[src/core/i2c_tx_pkg.sv]
// Package with register map, field positions and states of the simple I2C transmit channel.
package i2c_tx_pkg;

  // ------------------------------------------------------------------
  // Register word offsets
  // ------------------------------------------------------------------
  localparam logic [3:0] OFS_MODE     = 4'h0; // channel_mode_reg
  localparam logic [3:0] OFS_COMM     = 4'h1; // channel_comm_setting_reg
  localparam logic [3:0] OFS_DATA     = 4'h2; // channel_data_reg
  localparam logic [3:0] OFS_OUTLVL   = 4'h3; // serial_output_level_reg
  localparam logic [3:0] OFS_OUTEN    = 4'h4; // serial_output_enable_reg
  localparam logic [3:0] OFS_START    = 4'h5; // channel_start_reg
  localparam logic [3:0] OFS_STATUS   = 4'h6; // sticky status, write one to clear
  localparam logic [3:0] OFS_MASK     = 4'h7; // interrupt mask
  localparam logic [3:0] OFS_BUSY     = 4'h8; // live state

  // ------------------------------------------------------------------
  // Field positions
  // ------------------------------------------------------------------
  localparam int MODE_CKS_BIT    = 15;  // op_clock_select_bit
  localparam int MODE_INTSEL_BIT = 0;   // 1 would select buffer-empty interrupt
  localparam int COMM_TXE_BIT    = 15;  // tx_enable_bit
  localparam int COMM_RXE_BIT    = 14;  // rx_enable_bit
  localparam int DIV_HI          = 15;
  localparam int DIV_LO          = 9;
  localparam int ST_END_BIT      = 0;   // transfer end event
  localparam int ST_ACKERR_BIT   = 1;   // ack_error_flag, parity error position
  localparam int ST_BADCFG_BIT   = 2;   // forbidden interrupt type or zero divisor
  localparam int ST_W            = 3;
  localparam int FRAME_BITS      = 9;   // eight data bits plus acknowledge slot

  localparam logic [15:0] RST_DATA  = 16'h0200; // divisor one after reset
  localparam logic [1:0]  RST_LVL   = 2'h3;     // SCL and SDA idle high
  localparam logic [6:0]  DIV_MIN   = 7'h01;
  localparam logic [3:0]  BIT_LAST  = 4'h8;

  // Prescaler terminal counts for the two operation clocks; a tick comes every count plus one clk cycles.
  localparam logic [7:0] PRE0_DIV = 8'h01;
  localparam logic [7:0] PRE1_DIV = 8'h04;

  // ------------------------------------------------------------------
  // Types
  // ------------------------------------------------------------------
  typedef enum logic [3:0] {
    S_IDLE = 4'b0001,
    S_LOW  = 4'b0010,
    S_HIGH = 4'b0100,
    S_DONE = 4'b1000
  } tx_state_t;

  typedef struct packed {
    logic scl_o;
    logic scl_oe;
    logic sda_o;
    logic sda_oe;
  } i2c_pins_t;

endpackage

[src/core/i2c_tx_channel.sv]
// Simple I2C master transmit channel with an Avalon-MM register slave.
module i2c_tx_channel
  import i2c_tx_pkg::*;
(
  input  wire logic        clk,
  input  wire logic        reset_n,
  input  wire logic [3:0]  avs_address,
  input  wire logic        avs_read,
  input  wire logic        avs_write,
  input  wire logic [31:0] avs_writedata,
  output logic [31:0]      avs_readdata,
  output logic             avs_waitrequest,
  input  wire logic        scl_i,
  output logic             scl_o,
  output logic             scl_oe,
  input  wire logic        sda_i,
  output logic             sda_o,
  output logic             sda_oe,
  output logic             irq
);

  // What this block does
  // - After start, address byte goes out as one frame: seven address bits, direction LSB.
  // - Each finished frame raises a transfer end event, plus ack error on a nack; buffer-empty type is refused.
  // - A missing acknowledge sets the ack error flag at parity error position.
  // - Bit rate at most a quarter of operation clock; divisor must be one or more.
  // - Data driven non-inverted, idling high; no parity.
  // - Bytes go MSB first, then one slot where acknowledge is sampled.
  // - Clock select bit chooses prescaler clock zero or one.
  // - Only the low data byte is the buffer; upper bits keep the divisor.
  // - Data bytes follow the address; software then makes stop and frees the bus.
  // - Address, data send and stop are the supported operations; there is no data receive path.
  // - Single master only: no slave mode, arbitration or wait detection.

  // ------------------------------------------------------------------
  // Register state
  // ------------------------------------------------------------------
  logic [15:0]     mode_q, mode_d;
  logic [15:0]     comm_q, comm_d;
  logic [15:0]     data_q, data_d;
  logic [1:0]      lvl_q, lvl_d;         // bit 1 SCL level, bit 0 SDA level
  logic            oen_q, oen_d;         // serial_output_enable_bit
  logic            go_q, go_d;           // channel_start_bit
  logic [ST_W-1:0] stat_q, stat_d;
  logic [ST_W-1:0] mask_q, mask_d;
  logic [31:0]     rdata_q, rdata_d;
  logic            wait_q, wait_d;
  logic            irq_q, irq_d;

  // Shifter state.
  tx_state_t       st_q, st_d;
  logic [3:0]      bit_q, bit_d;
  logic [7:0]      shf_q, shf_d;
  logic [7:0]      pre_q, pre_d;
  logic [6:0]      div_q, div_d;
  logic            sda_bit_q, sda_bit_d;
  logic            scl_drv_q, scl_drv_d;
  logic            ack_err_q, ack_err_d;
  logic            ev_end, ev_ack, ev_bad;
  i2c_pins_t       pins_q, pins_d;

  logic            acc, take, tick, busy;

  // Reads fetch at the first edge so data stands when waitrequest is low; writes land then.
  assign take = (avs_read | avs_write) & wait_q;
  assign acc  = (avs_read | avs_write) & ~wait_q;
  assign busy = (st_q != S_IDLE);

  // ------------------------------------------------------------------
  // Operation clock prescaler
  // ------------------------------------------------------------------
  // The selected prescaler output is a one-cycle tick that paces the shifter.
  always_comb
  begin
    pre_d = pre_q + 8'h01;
    tick  = 1'b0;
    if (pre_q >= (mode_q[MODE_CKS_BIT] ? PRE1_DIV : PRE0_DIV))
    begin
      pre_d = 8'h00;
      tick  = 1'b1;
    end
  end

  // ------------------------------------------------------------------
  // Frame shifter
  // ------------------------------------------------------------------
  // SCL only toggles inside a frame; between frames the software levels own the lines.
  always_comb
  begin
    st_d      = st_q;
    bit_d     = bit_q;
    shf_d     = shf_q;
    div_d     = div_q;
    sda_bit_d = sda_bit_q;
    scl_drv_d = scl_drv_q;
    ack_err_d = ack_err_q;
    ev_end    = 1'b0;
    ev_ack    = 1'b0;
    ev_bad    = 1'b0;
    // Half period is divisor plus one ticks, so a divisor of one gives a quarter rate.
    if (tick && busy)
      div_d = (div_q < DIV_MIN) ? data_q[DIV_HI:DIV_LO] : div_q - 7'h01;
    case (st_q)
      S_IDLE:
      begin
        scl_drv_d = 1'b1;
        if (go_q)
        begin
          // A zero divisor or buffer-empty interrupt type is refused outright.
          if (data_q[DIV_HI:DIV_LO] < DIV_MIN || mode_q[MODE_INTSEL_BIT])
            ev_bad = 1'b1;
          else
          begin
            shf_d     = data_q[7:0];
            bit_d     = 4'h0;
            div_d     = data_q[DIV_HI:DIV_LO];
            scl_drv_d = 1'b0;
            sda_bit_d = data_q[7];
            ack_err_d = 1'b0;
            st_d      = S_LOW;
          end
        end
      end
      S_LOW:
        if (tick && div_q < DIV_MIN)
        begin
          scl_drv_d = 1'b1;
          st_d      = S_HIGH;
        end
      S_HIGH:
        if (tick && div_q < DIV_MIN)
        begin
          if (bit_q == BIT_LAST)
          begin
            // Ninth clock ends: a high data line means no acknowledge.
            ack_err_d = sda_i;
            st_d      = S_DONE;
          end
          else
          begin
            bit_d     = bit_q + 4'h1;
            shf_d     = {shf_q[6:0], 1'b0};
            // Release SDA for the acknowledge slot after eight bits.
            sda_bit_d = (bit_q == BIT_LAST - 4'h1) ? 1'b1 : shf_q[6];
            scl_drv_d = 1'b0;
            st_d      = S_LOW;
          end
        end
      S_DONE:
      begin
        ev_end = 1'b1;
        ev_ack = ack_err_q;
        st_d   = S_IDLE;
      end
      default:
        st_d = S_IDLE;
    endcase
  end

  always_ff @(posedge clk or negedge reset_n)
  begin
    if (!reset_n)
    begin
      st_q      <= S_IDLE;
      bit_q     <= 4'h0;
      shf_q     <= 8'h00;
      pre_q     <= 8'h00;
      div_q     <= 7'h00;
      sda_bit_q <= 1'b1;
      scl_drv_q <= 1'b1;
      ack_err_q <= 1'b0;
    end
    else
    begin
      st_q      <= st_d;
      bit_q     <= bit_d;
      shf_q     <= shf_d;
      pre_q     <= pre_d;
      div_q     <= div_d;
      sda_bit_q <= sda_bit_d;
      scl_drv_q <= scl_drv_d;
      ack_err_q <= ack_err_d;
    end
  end

  // ------------------------------------------------------------------
  // Pin drive
  // ------------------------------------------------------------------
  // Open drain: lines are only pulled low; SCL is read back only into the busy register, so no wait detection.
  always_comb
  begin
    pins_d.scl_o  = 1'b0;
    pins_d.sda_o  = 1'b0;
    pins_d.scl_oe = busy ? ~scl_drv_d : ~lvl_d[1];
    // Enable hands SDA to the shifter; while it is low the level register makes start and stop.
    pins_d.sda_oe = (busy & oen_d) ? ~sda_bit_d : ~lvl_d[0];
  end

  // ------------------------------------------------------------------
  // Register slave
  // ------------------------------------------------------------------
  // Every access waits one cycle, so read data and waitrequest leave flops.
  always_comb
  begin
    mode_d  = mode_q;
    comm_d  = comm_q;
    data_d  = data_q;
    lvl_d   = lvl_q;
    oen_d   = oen_q;
    go_d    = go_q & ~(st_q == S_IDLE);        // start bit falls once taken
    mask_d  = mask_q;
    rdata_d = rdata_q;
    wait_d  = ~take;
    stat_d  = stat_q;
    if (acc && avs_write)
    begin
      if (avs_address == OFS_MODE)
        mode_d = avs_writedata[15:0];
      else if (avs_address == OFS_COMM)
        comm_d = avs_writedata[15:0];
      else if (avs_address == OFS_DATA)
        data_d = busy ? {data_q[15:8], avs_writedata[7:0]} : avs_writedata[15:0];
      else if (avs_address == OFS_OUTLVL)
        lvl_d = avs_writedata[1:0];
      else if (avs_address == OFS_OUTEN)
        oen_d = avs_writedata[0];
      else if (avs_address == OFS_START)
        go_d = avs_writedata[0];
      else if (avs_address == OFS_STATUS)
        stat_d = stat_q & ~avs_writedata[ST_W-1:0];
      else if (avs_address == OFS_MASK)
        mask_d = avs_writedata[ST_W-1:0];
    end
    // Events set after the clear so a same-cycle event survives.
    stat_d[ST_END_BIT]    = stat_d[ST_END_BIT] | ev_end;
    stat_d[ST_ACKERR_BIT] = stat_d[ST_ACKERR_BIT] | ev_ack;
    stat_d[ST_BADCFG_BIT] = stat_d[ST_BADCFG_BIT] | ev_bad;
    irq_d = |(stat_d & mask_d);
    if (take && avs_read)
    begin
      rdata_d = 32'h0000_0000;
      if (avs_address == OFS_MODE)
        rdata_d[15:0] = mode_q;
      else if (avs_address == OFS_COMM)
        rdata_d[15:0] = comm_q;
      else if (avs_address == OFS_DATA)
        rdata_d[15:0] = data_q;
      else if (avs_address == OFS_OUTLVL)
        rdata_d[1:0] = lvl_q;
      else if (avs_address == OFS_OUTEN)
        rdata_d[0] = oen_q;
      else if (avs_address == OFS_START)
        rdata_d[0] = go_q;
      else if (avs_address == OFS_STATUS)
        rdata_d[ST_W-1:0] = stat_q;
      else if (avs_address == OFS_MASK)
        rdata_d[ST_W-1:0] = mask_q;
      else if (avs_address == OFS_BUSY)
        rdata_d[1:0] = {scl_i, busy};
    end
  end

  always_ff @(posedge clk or negedge reset_n)
  begin
    if (!reset_n)
    begin
      mode_q  <= 16'h0000;
      comm_q  <= 16'h0000;
      data_q  <= RST_DATA;
      lvl_q   <= RST_LVL;
      oen_q   <= 1'b0;
      go_q    <= 1'b0;
      stat_q  <= '0;
      mask_q  <= '0;
      rdata_q <= 32'h0000_0000;
      wait_q  <= 1'b1;
      irq_q   <= 1'b0;
      pins_q  <= '0;
    end
    else
    begin
      mode_q  <= mode_d;
      comm_q  <= comm_d;
      data_q  <= data_d;
      lvl_q   <= lvl_d;
      oen_q   <= oen_d;
      go_q    <= go_d;
      stat_q  <= stat_d;
      mask_q  <= mask_d;
      rdata_q <= rdata_d;
      wait_q  <= wait_d;
      irq_q   <= irq_d;
      pins_q  <= pins_d;
    end
  end

  // Every output leaves a flop; the pin struct packs scl_o, scl_oe, sda_o, sda_oe in order.
  assign avs_readdata    = rdata_q;
  assign avs_waitrequest = wait_q;
  assign irq             = irq_q;
  assign {scl_o, scl_oe, sda_o, sda_oe} = pins_q;

  // ------------------------------------------------------------------
  // Assertions
  // ------------------------------------------------------------------
  a_end_after_done: assert property (@(posedge clk) disable iff (!reset_n)
    (st_q == S_DONE) |=> stat_q[ST_END_BIT])
    else $error("transfer end not flagged");
  a_ack_err_set: assert property (@(posedge clk) disable iff (!reset_n)
    (st_q == S_DONE && ack_err_q) |=> stat_q[ST_ACKERR_BIT])
    else $error("ack error not flagged");
  a_zero_div_refused: assert property (@(posedge clk) disable iff (!reset_n)
    (st_q == S_IDLE && go_q && data_q[DIV_HI:DIV_LO] == 7'h00) |=> (st_q == S_IDLE))
    else $error("zero divisor started a frame");
  a_first_bit_msb: assert property (@(posedge clk) disable iff (!reset_n)
    (st_q == S_IDLE && st_d == S_LOW) |=> (sda_bit_q == $past(data_q[7])))
    else $error("first bit is not msb");
  a_ack_slot_free: assert property (@(posedge clk) disable iff (!reset_n)
    (bit_q == BIT_LAST && st_q != S_IDLE) |-> sda_bit_q)
    else $error("sda driven in ack slot");
  a_data_not_inverted: assert property (@(posedge clk) disable iff (!reset_n)
    (st_q == S_HIGH && oen_q) |-> (sda_oe == !sda_bit_q))
    else $error("sda drive inverted in frame");
  a_busy_div_kept: assert property (@(posedge clk) disable iff (!reset_n)
    (busy && acc && avs_write && avs_address == OFS_DATA)
      |=> (data_q[15:8] == $past(data_q[15:8])))
    else $error("divisor changed in transfer");
  a_irq_follows: assert property (@(posedge clk) disable iff (!reset_n)
    ##1 (irq == |($past(stat_d) & $past(mask_d))))
    else $error("irq does not track status");

endmodule

[config.mk]
export PLATFORM = sky130hd
export DESIGN_NAME = i2c_tx_channel
export DESIGN_NICKNAME = d
export VERILOG_FILES = /design/src/core/i2c_tx_pkg.sv /design/src/core/i2c_tx_channel.sv
export SDC_FILE = /design/constraint.sdc
export NUM_CORES = 1
export LEC_CHECK = 0
export ABC_AREA = 1
export BUFFER_PORTS_ARGS = -buffer_cell sky130_fd_sc_hd__buf_4
export CAP_MARGIN = 10
export CORE_ASPECT_RATIO = 1.4
export CORE_MARGIN = 2
export CORE_UTILIZATION = 61
export CTS_BUF_LIST = sky130_fd_sc_hd__clkbuf_4
export DETAILED_ROUTE_END_ITERATION = 7
export HOLD_SLACK_MARGIN = 0.12
export MAX_ROUTING_LAYER = met4
export PLACE_DENSITY = 0.84
export RECOVER_POWER = 25
export SLEW_MARGIN = 10
export SYNTH_ARGS = -nofsm -noshare
export SYNTH_HDL_FRONTEND = slang
export SYNTH_SLANG_ARGS = --single-unit
export TNS_END_PERCENT = 20
[constraint.sdc]
create_clock -name clk -period 3.25 [get_ports clk]
set_input_delay 0.1625 -clock clk [delete_from_list [all_inputs] [get_ports clk]]
set_output_delay 0.1625 -clock clk [all_outputs]
set_load 0.03 [all_outputs]
==> reports/results.tsv, run 1 <==
metric	value	unit
Leak	3.04	nW
Hold Path Class	input pin to flop	
Power Density	616	nW/um^2
H-tree level count	3	
Avg Inst Size Synth	8.63	um^2
Slowest-stage cell, CP	dfstp_2	
Final setup viols	0	
internal power	2.30	mW
vias in the first global route	4278	
I/O pin count	80	
worst path cell trace	nor2_1 -> nand2_1 -> inv_1 -> nand2_4 -> nand3_4 -> nand2_1 -> nand3_1 -> nand2_1	
PostCTS Resize Cnt	0	
Worst Reg-to-Reg Cells	8	
first-pass GRT wire length	19700	um
DRT iter0 DRCs	328	
Mapped Area	5470	um^2
VDD IR max	0.597	mV
cells after synthesis	634	
FF+latch count, synth	111	
yosys warns	0	
Syn-to-layout area delta	11.7	%
Hold Startpoint	avs_address[2]	
Wirelength per Cell	14.5	um
# fillers	680	
Clock power frac	16.0	%
Worst Tran Pin Value	1600	ps
Hold Vio Cnt, Final	0	
Reg power frac	50.5	%
Worst-Skew Late Latency	470	ps
share of cells above drive strength 1	18.6	%
GRT Max-Usage Layer	met2	
failing checks	max-capacitance violations, max-slew violations	
Max Fclk	456	MHz
switching share of total power	39.0	%
clock tree buffer depth	2	
crit start category	flop	
CTS tree	done	
final core utilization	70.6	%
antenna violations before repair	0	
unrepaired setup endpoints after global routing	false	
drt drc	0	
largest net degree at the start of global routing	70	
most instantiated cells after synthesis	161 x nand2_1, 104 x dfrtp_1, 65 x o21ai_0	
Initial Util	63.2	%
post-synth top area cell	dfrtp_1	
CP Max Fanout	23	
clk sink count	111	
Worst Hold Depth	6	
number of vias per cell	5.46	
Via Count	4430	
register-to-register setup slack	1060	ps
Hold Path Sink	lvl_q[1]	
Hold WS	180	ps
delay-heaviest family, CP	simple AND/OR/NAND/NOR gates	
clk slew on worst S/H paths	160	ps
fin nets	748	
share of the synthesized area in the top cell type	47.6	%
status	complete, but fails checks	
CTS Root Cell	clkbuf_4	
GPL Wtd Cong	0.959	
Worst Path Buf+Inv	1	
Port-buffer cells	45	
Crit path top cell by count	nand2_1	
post-DP HPWL	8260	um
met3 GRT Util	3.42	%
switching pwr	1.47	mW
count leader, synth	nand2_1	
Post-DP Area	5790	um^2
number of flops mapped to enable cells by yosys	0	
Rows	40	
CP required	3670	ps
register area share after synthesis	50.9	%
crit-path max cell delay	570	ps
asr flop ratio synth	100	%
met2 Use GR	44.1	%
core area	8660	um^2
Crit Reg-Reg Endpoint	sda_oe	
Worst EP arrival	2610	ps
fin area	6110	um^2
synth top area cells	dfrtp_1 48%, nand2_1 11%, o21ai_0 5.9%	
reported max-cap violation count	1	
Comb pwr share	33.6	%
drt total wl	11700	um
met1 Use GR	32.1	%
synth unique cells	40	
grt total ovfl	0	
total power after layout	3.76	mW
fin. max-slew vios	70	
Detailed Routing Iterations Pass 1	7	
setup_tns	0	ps
Post-synth top flop	dfrtp_1	
Crit. End Element	flop	
Final period util	67.5	%
GRT Total Usage	26.0	%
Reg-to-Reg Start	st_q[0]	
CTS buffer count	9	
die width	84.0	um
ANT nets after route	0	
Setup Skew	10.8	ps
Die Y	116	um
minimum clock period	2190	ps
Die Footprint	9750	um^2
WS Path Type	flop to flop	
Slew HR	-6.94	%
-- state kept, by name, indices dropped and copies added (netlist names), 4 cells and up, named ones only --
register	cells
div_q	7
st_q	4
data_q	16
avs_readdata	16
bit_q	4
comm_q	16
shf_q	7
mode_q	16
pre_q	8
-- worst max-delay path by stage --
stage                         startpoint  cells past startpoint                to
after floorplan                 pre_q[0]                     12          shf_q[1]
after global placement    avs_address[3]                      6         mode_q[2]
after detailed placement  avs_address[3]                      6        mode_q[10]
after CTS                        st_q[0]                      8            sda_oe
after global routing            avs_read                      8  avs_readdata[15]
final                            st_q[0]                      8            sda_oe
-- worst register-to-register path: stages, from the launching register on --
cell	delay, ps
dfstp_2	570
nor2_1	50
nand2_1	420
inv_1	290
nand2_4	170
nand3_4	310
nand2_1	200
nand3_1	80
nand2_1	60
-- metrics by stage --
stage,setup slack (ps),std cells
2_1_floorplan,1660,655
3_3_place_gp,1140,773
3_5_place_dp,1060,773
4_1_cts,1070,810
5_1_grt,853,810
6_report,1060,811
-- metal layers --
metal  part of all wire, %  up-vias
li1                      -     2141
met3                   4.1       28
met5                     0        -
met2                    51      146
met1                    42     2115
met4                   2.4        0
-- layout make-up --
type,count,area (um^2),share of cell area [%]
Antenna cell,1,2.50,0.0410
Clock buffer,10,75.1,1.23
Clock inverter,6,37.5,0.614
Inverter,68,255,4.18
Multi-Input combinational cell,441,2250,36.9
Sequential cell,111,2790,45.6
Tap cell,105,131,2.15
Timing Repair Buffer,69,568,9.30
-- layout by cell type (no fill, tap or decap), drive strengths merged, types with 6 or more instances in the layout --
cell and n:
dlygate4sd3 21, nand3 33, ha 6, nand4 8, dfstp 7, inv 68, dfrtp 104, nand2 178
buf 47, o21ai 93, conb 22, clkbuf 11, nor2 55, a21oi 10, a221oi 8
-- power by group through the flow --
| stage | Combinational (mW) | Sequential [mW] | Clock [mW] |
|---|---|---|---|
| 6_report | 1.26 | 1.90 | 0.600 |
| 3_5_place_dp | 1.23 | 1.92 | 0 |
| 5_1_grt | 1.40 | 1.93 | 0.662 |
| 4_1_cts | 1.25 | 1.89 | 0.612 |
| 3_3_place_gp | 1.17 | 1.90 | 0 |
| 2_1_floorplan | 0.922 | 1.95 | 0 |
-- timing repair --
action,4_1_cts,5_1_grt
endpoints found under the hold margin,123,0
hold buffers,21,0
buffers inserted,0,0
-- kinds of logic (layout without fill, tap and decap cells) --
kind of cell               count (synthesis)  after routing  share of synthesized area, %
and+or+nand+nor                          284            284                          23.7
adders and majority gates                  6              6                          1.37
other                                      1             23                        0.0686
muxes                                      3              3                         0.549
buffers and inverters                    103            153                          9.29
AOI/OAI and AO/OA                        120            120                          13.1
DFF                                      111            111                          50.9
xor gates and xnor gates                   6              6                         0.961
Power figures use the tool's default switching activity.
==> run 2: changes to the inputs <==
ABC_AREA = 0   (was 1)
CORE_UTILIZATION = 59   (was 61)
PLACE_DENSITY = 0.82   (was 0.84)
clock period = 2.05 ns   (was 3.25 ns; I/O delays follow)
==> run 2 against run 1 <==
  * Critical endpoint is now scl_oe
  * Flip-flop and latch count is the same
  * Sequential power grew 51%
  * Clock power grew 58%
  * Total power grew 39%
  * Area after synthesis shrank 3.1%
  * Final area grew 4.3%
  * First-iteration DRC count shrank 9.1%
  * Die area grew 0.17%
  * The flow finishes with violations (negative setup slack)
  * Clock-buffer cell count grew 2
  * Register-to-register slack lost 1200 ps
  * Non-clock buffer count grew 41
==> reports/results.tsv, run 2 <==
metric	value	unit	change
status	complete, but fails checks		
failing checks	negative setup slack		
Reg power frac	54.7	%	+4.2 points
asr flop ratio synth	100	%	unchanged
fin area	6370	um^2	+4.3%
CTS Root Cell	clkbuf_4		
cells after synthesis	457		-28%
share of cells above drive strength 1	34.7	%	+16 points
minimum clock period	2200	ps	+7.78 ps
CTS buffer count	9		unchanged
core area	8660	um^2	unchanged
FF+latch count, synth	111		unchanged
synth unique cells	63		+57%
fin nets	610		-18%
switching pwr	1.68	mW	+15%
clk sink count	111		unchanged
register area share after synthesis	52.6	%	+1.6 points
diode count	0		-1
Max Fclk	455	MHz	-0.35%
Die Y	116	um	about the same
clock tree buffer depth	2		unchanged
count leader, synth	dfrtp_1		
Leak	3.00	nW	-1.3%
number of flops mapped to enable cells by yosys	0		unchanged
Hold Path Class	input pin to flop		
Crit. End Element	flop		
post-synth top area cell	dfrtp_1		
GRT Total Usage	27.5	%	+1.5 points
most instantiated cells after synthesis	104 x dfrtp_1, 54 x mux2_2, 41 x nand2_1		
crit start category	flop		
internal power	3.55	mW	+55%
GPL Wtd Cong	0.993		+3.5%
DRT iter0 DRCs	298		-9.1%
clk slew on worst S/H paths	150	ps	about the same
Die Footprint	9770	um^2	+0.17%
largest net degree at the start of global routing	54		-23%
drt drc	0		unchanged
Final setup viols	19		+19
Via Count	4013		-9.4%
VDD IR max	0.640	mV	+7.2%
Rows	40		unchanged
Post-Place Cells	629		-19%
reported max-cap violation count	0		-1
Final WS setup	-150	ps	-1210 ps
first-pass GRT wire length	20300	um	+3.3%
Comb pwr share	27.2	%	-6.4 points
CTS tree	done		
Final period util	107	%	+40 points
Hold Vio Cnt, Final	0		unchanged
ANT nets after route	0		unchanged
fin. max-slew vios	0		-100%
CP required	2400	ps	-1270 ps
Initial Util	61.2	%	-2.0 points
# fillers	597		-12%
post-DP HPWL	8500	um	+2.9%
Post-synth top flop	dfrtp_1		
synth top area cells	dfrtp_1 49%, mux2_2 11%, mux2i_1 3.8%		
Clock power frac	18.1	%	+2.1 points
Hold WS	186	ps	+6.37 ps
grt total ovfl	0		unchanged
Port-buffer cells	45		unchanged
Detailed Routing Iterations Pass 1	6		-1
WS Path Type	flop to flop		
Post-DP Area	5930	um^2	+2.4%
Power Density	821	nW/um^2	+33%
Slew HR	10.2	%	+17 points
Layout Cells excl Fill	672		-17%
Worst EP arrival	2550	ps	-60 ps
Avg Inst Size Synth	11.6	um^2	+34%
switching share of total power	32.1	%	-6.8 points
vias in the first global route	4176		-2.4%
CP Max Fanout	5		-78%
Worst-Skew Late Latency	460	ps	about the same
Setup Skew	19.6	ps	+8.80 ps
yosys warns	0		unchanged
Worst Tran Pin Value	1350	ps	-258 ps
Wirelength per Cell	18.3	um	+26%
I/O pin count	80		unchanged
die width	84.1	um	about the same
Syn-to-layout area delta	20.2	%	
Mapped Area	5300	um^2	-3.1%
most common cell after layout, fill and taps aside	dfrtp_1		
drt total wl	12300	um	+4.6%
antenna violations before repair	0		unchanged
number of vias per cell	5.97		+9.3%
H-tree level count	3		unchanged
most frequent cells in the layout	104 x dfrtp_1, 82 x buf_4, 54 x mux2_2		
unrepaired setup endpoints after global routing	true		
share of the synthesized area in the top cell type	49.1	%	+1.5 points
-- run 2: cell count changes after synthesis, sizes merged, moves of 8 or more --
| cell | previous run | this run |
|---|---|---|
| a221oi | 8 | 0 |
| a22o | 0 | 15 |
| inv | 68 | 13 |
| mux2 | 0 | 54 |
| mux2i | 3 | 20 |
| nand2 | 178 | 42 |
| nand3 | 33 | 15 |
| nor2 | 55 | 19 |
| o21ai | 93 | 25 |
-- run 2: worst paths after layout --
kind	from	cells after the start	endpoint	slack [ps]
worst max-delay path	mode_q[15]	8	scl_oe	-150
worst min-delay path	avs_address[3]	4	avs_readdata[2]	190
worst max register to register	mode_q[15]	8	scl_oe	-150
worst min register to register	shf_q[4]	1	shf_q[4]	510
max in group asynchronous	reset_n	3	shf_q[2]	490
min in group asynchronous	reset_n	2	data_q[9]	290
-- run 2: layout make-up --
type	count	area (um^2)	area share [%]
Clock buffer	12	90.1	1.41
Inverter	13	48.8	0.766
Tap cell	105	131	2.06
Clock inverter	4	23.8	0.373
Multi-Input combinational cell	317	2410	37.9
Sequential cell	111	2790	43.7
Timing Repair Buffer	110	876	13.7
-- run 2: what timing repair did --
item / in CTS / in global routing
cloned: 1 / 0
setup buffers: 1 / 2
pin swaps: 7 / 4
resized for setup: 13 / 9
endpoints found under the hold margin: 167 / 0
hold buffers: 23 / 0
endpoints found under the setup margin: 24 / 27
-- run 2: layer usage --
metal  track usage, %  wire length, um
met4             12.5              425
met2             45.8             6550
met1             32.5             4780
met3             5.65              530
met5                -                0
-- run 2: kinds of logic after synthesis --
group / after synthesis / share of synthesized area (%)
AND/OR/NAND/NOR: 120 / 12.1
flip-flops: 111 / 52.6
AO/OA/AOI/OAI: 89 / 12.5
multiplexers: 74 / 15.3
buffers and inverters: 50 / 5.12
adder cells (fa/ha/maj): 6 / 1.42
XOR/XNOR: 6 / 0.992
other: 1 / 0.0708
-- run 2: worst max-delay path, cell delays in order (launching register included) --
cell and delay (ps):
dfrtp_1 420, inv_2 90, ha_4 200, or3b_4 380, a2111o_1 460, nand3_4 160
buf_4 140, nand2_2 40, a31o_1 200
-- run 2: metrics by stage --
| step | TNS, ps | setup WS (ps) | utilization [%] | power (mW) |
|---|---|---|---|---|
| CTS | -1490 | -143 | 73.4 | 5.20 |
| global route | -2820 | -193 | 73.6 | 5.52 |
| floorplan | -678 | -82.7 | - | 3.71 |
| global placement | -1110 | -95.8 | 68.4 | 4.10 |
| detailed placement | -2060 | -152 | 68.4 | 4.19 |
| finish | -1460 | -150 | 73.6 | 5.23 |
-- run 2: power groups by stage --
stage          clock [mW]  combinational [mW]  sequential, mW
3_3_place_gp            0                1.25            2.85
2_1_floorplan           0               0.838            2.87
6_report            0.948                1.42            2.86
3_5_place_dp            0                1.31            2.88
5_1_grt              1.06                1.56            2.90
4_1_cts             0.969                1.39            2.84
==> run 3: changes to the inputs <==
CELL_PAD_IN_SITES_DETAIL_PLACEMENT = 0   (was not set)
CELL_PAD_IN_SITES_GLOBAL_PLACEMENT = 2   (was not set)
CORE_UTILIZATION = 39   (was 59)
PLACE_DENSITY = not set   (was 0.82)
PLACE_DENSITY_LB_ADDON = 0.1   (was not set)
==> run 3 against run 2 <==
  * The run still ends with negative setup slack left
  * Non-clock buffer count is 5 higher
  * Global-route usage shrank 8.5 points
  * Sequential power barely moved
  * Total power increased by 6.3%
  * Sequential share of layout area decreased by 1.6 points
  * Hold slack got worse by 5.1 ps
  * Worst setup slack better by 23 ps
  * Clock power up 30%
  * Critical endpoint unchanged
  * Highest routed layer unchanged
==> reports/results.tsv, run 3 (same netlist as run 2, synthesis figures left out) <==
metric	value	unit	change
status	complete, but fails checks		
failing checks	negative setup slack		
switching share of total power	30.8	%	-1.3 points
CP required	2420	ps	+20 ps
Die Footprint	14600	um^2	+49%
post-DP HPWL	9130	um	+7.4%
Critical Path Sink	scl_oe		
Leak	3.08	nW	+2.5%
CP Max Fanout	5		unchanged
VDD IR max	0.425	mV	-34%
GRT Total Usage	19.1	%	-8.5 points
pre-CTS setup slack	-170	ps	-17.9 ps
first-pass GRT wire length	20500	um	+0.88%
Reg-to-Reg Start	mode_q[15]		
largest net degree at the start of global routing	51		-5.6%
clk slew on worst S/H paths	170	ps	+20 ps
Wirelength per Cell	16.8	um	-8.1%
vias in the first global route	3879		-7.1%
Syn-to-layout area delta	24.8	%	
CTS Root Cell	clkbuf_4		
unrepaired setup endpoints after global routing	true		
Post-DP Area	6080	um^2	+2.7%
most frequent cells in the layout	104 x dfrtp_1, 86 x buf_4, 54 x mux2_2		
Final period util	106	%	-1.1 points
Crit. Startpoint	mode_q[15]		
reported max-cap violation count	0		unchanged
register-to-register setup slack	-130	ps	+20 ps
Detailed Routing Iterations Pass 1	4		-2
drt drc	0		unchanged
I/O pin count	80		unchanged
clk sink count	111		unchanged
Worst EP arrival	2550	ps	about the same
antenna violations before repair	1		+1
Hold Path Class	input pin to flop		
setup_tns	-1170	ps	+294 ps
Reg power frac	50.9	%	-3.8 points
Clock power frac	22.2	%	+4.1 points
Initial Util	39.8	%	-21 points
Comb pwr share	27.0	%	-0.2 points
H-tree level count	3		unchanged
Max Fclk	459	MHz	+1.1%
switching pwr	1.71	mW	+2.0%
fin area	6620	um^2	+3.8%
total power after layout	5.56	mW	+6.3%
CTS buffer count	9		unchanged
fin nets	615		+0.82%
Crit. End Element	flop		
Worst-Skew Late Latency	460	ps	about the same
Final WS setup	-127	ps	+23.1 ps
Worst Tran Pin Value	1130	ps	-220 ps
Power Density	840	nW/um^2	+2.3%
GPL Wtd Cong	0.754		-24%
Layout Cells excl Fill	755		+12%
core area	13300	um^2	+54%
Crit Reg-Reg Endpoint	scl_oe		
ANT nets after route	0		unchanged
CTS tree	done		
clock tree buffer depth	2		unchanged
Setup Skew	17.2	ps	-2.36 ps
final core utilization	49.7	%	-24 points
share of cells above drive strength 1	36.2	%	+1.4 points
drt total wl	12700	um	+3.3%
fin. max-slew vios	0		unchanged
Worst Reg-to-Reg Cells	8		unchanged
Die Y	142	um	+22%
crit start category	flop		
die width	103	um	+22%
Final setup viols	17		-2
Hold Vio Cnt, Final	0		unchanged
most common cell after layout, fill and taps aside	dfrtp_1		
number of vias per cell	4.98		-17%
Via Count	3759		-6.3%
# fillers	1282		+110%
DRT iter0 DRCs	129		-57%
Rows	50		+25%
grt total ovfl	0		unchanged
Hold WS	181	ps	-5.09 ps
WS Path Type	flop to flop		
Port-buffer cells	45		unchanged
minimum clock period	2180	ps	-23.1 ps
Slew HR	24.9	%	+15 points
internal power	3.84	mW	+8.3%
Post-Place Cells	711		+13%
run 3: cell types whose count changed in the layout (fill, tap and decap cells not counted), sizes merged:
cell         previous run  this run
clkbuf                 15        13
bufinv                  0         2
buf                    85        90
dlygate4sd3            22        23
inv                    13        14
clkinv                  3         1
diode                   0         1
run 3: final cells by class:
type | instances | area, um^2 | area share (%)
clock inverter | 5 | 81.3 | 1.23
clock buffer | 11 | 82.6 | 1.25
sequential | 111 | 2790 | 42.1
tap | 182 | 228 | 3.44
inverter | 13 | 48.8 | 0.738
multi-input combinational | 317 | 2440 | 36.8
timing repair buffer | 115 | 951 | 14.4
antenna | 1 | 2.50 | 0.0378
run 3: power groups by stage:
stage,clock network (mW),logic (mW),registers [mW]
2_1_floorplan,0,0.838,2.87
3_3_place_gp,0,1.38,2.85
3_5_place_dp,0,1.41,2.86
4_1_cts,1.30,1.50,2.83
5_1_grt,1.38,1.64,2.88
6_report,1.23,1.50,2.83
run 3: critical path, stage by stage, from the launching register on:
cell      delay, ps
dfrtp_1         420
inv_2            80
ha_4            200
or3b_4          390
a2111o_1        480
nand3_4         160
buf_4           140
nand2_2          40
a31o_1          200
run 3: worst min path at each step:
| stage | start | end | slack [ps] | depth (start not counted) |
|---|---|---|---|---|
| after detailed placement | reset_n | avs_readdata[0] | 150 | 1 |
| after global routing | avs_address[3] | mode_q[2] | 180 | 4 |
| after CTS | avs_address[3] | mode_q[2] | 140 | 4 |
| after floorplan | reset_n | ack_err_q | -190 | 0 |
| after global placement | reset_n | avs_readdata[2] | 140 | 1 |
| final | avs_address[3] | mode_q[2] | 180 | 4 |
run 3: repair_timing:
action                     CTS  global route
hold endpoints to repair   138             0
setup endpoints to repair   25            26
pin swaps                    9             5
hold buffers                23             0
cloned                       0             0
resized for setup           18             8
buffers inserted             3             1
run 3: routing by layer:
layer	GRT usage, %	up-vias	share of wire [%]
li1	-	1830	-
met1	25.1	1872	45
met2	30.5	45	51
met3	2.36	12	2.2
met4	6.18	0	1.4
met5	-	-	0
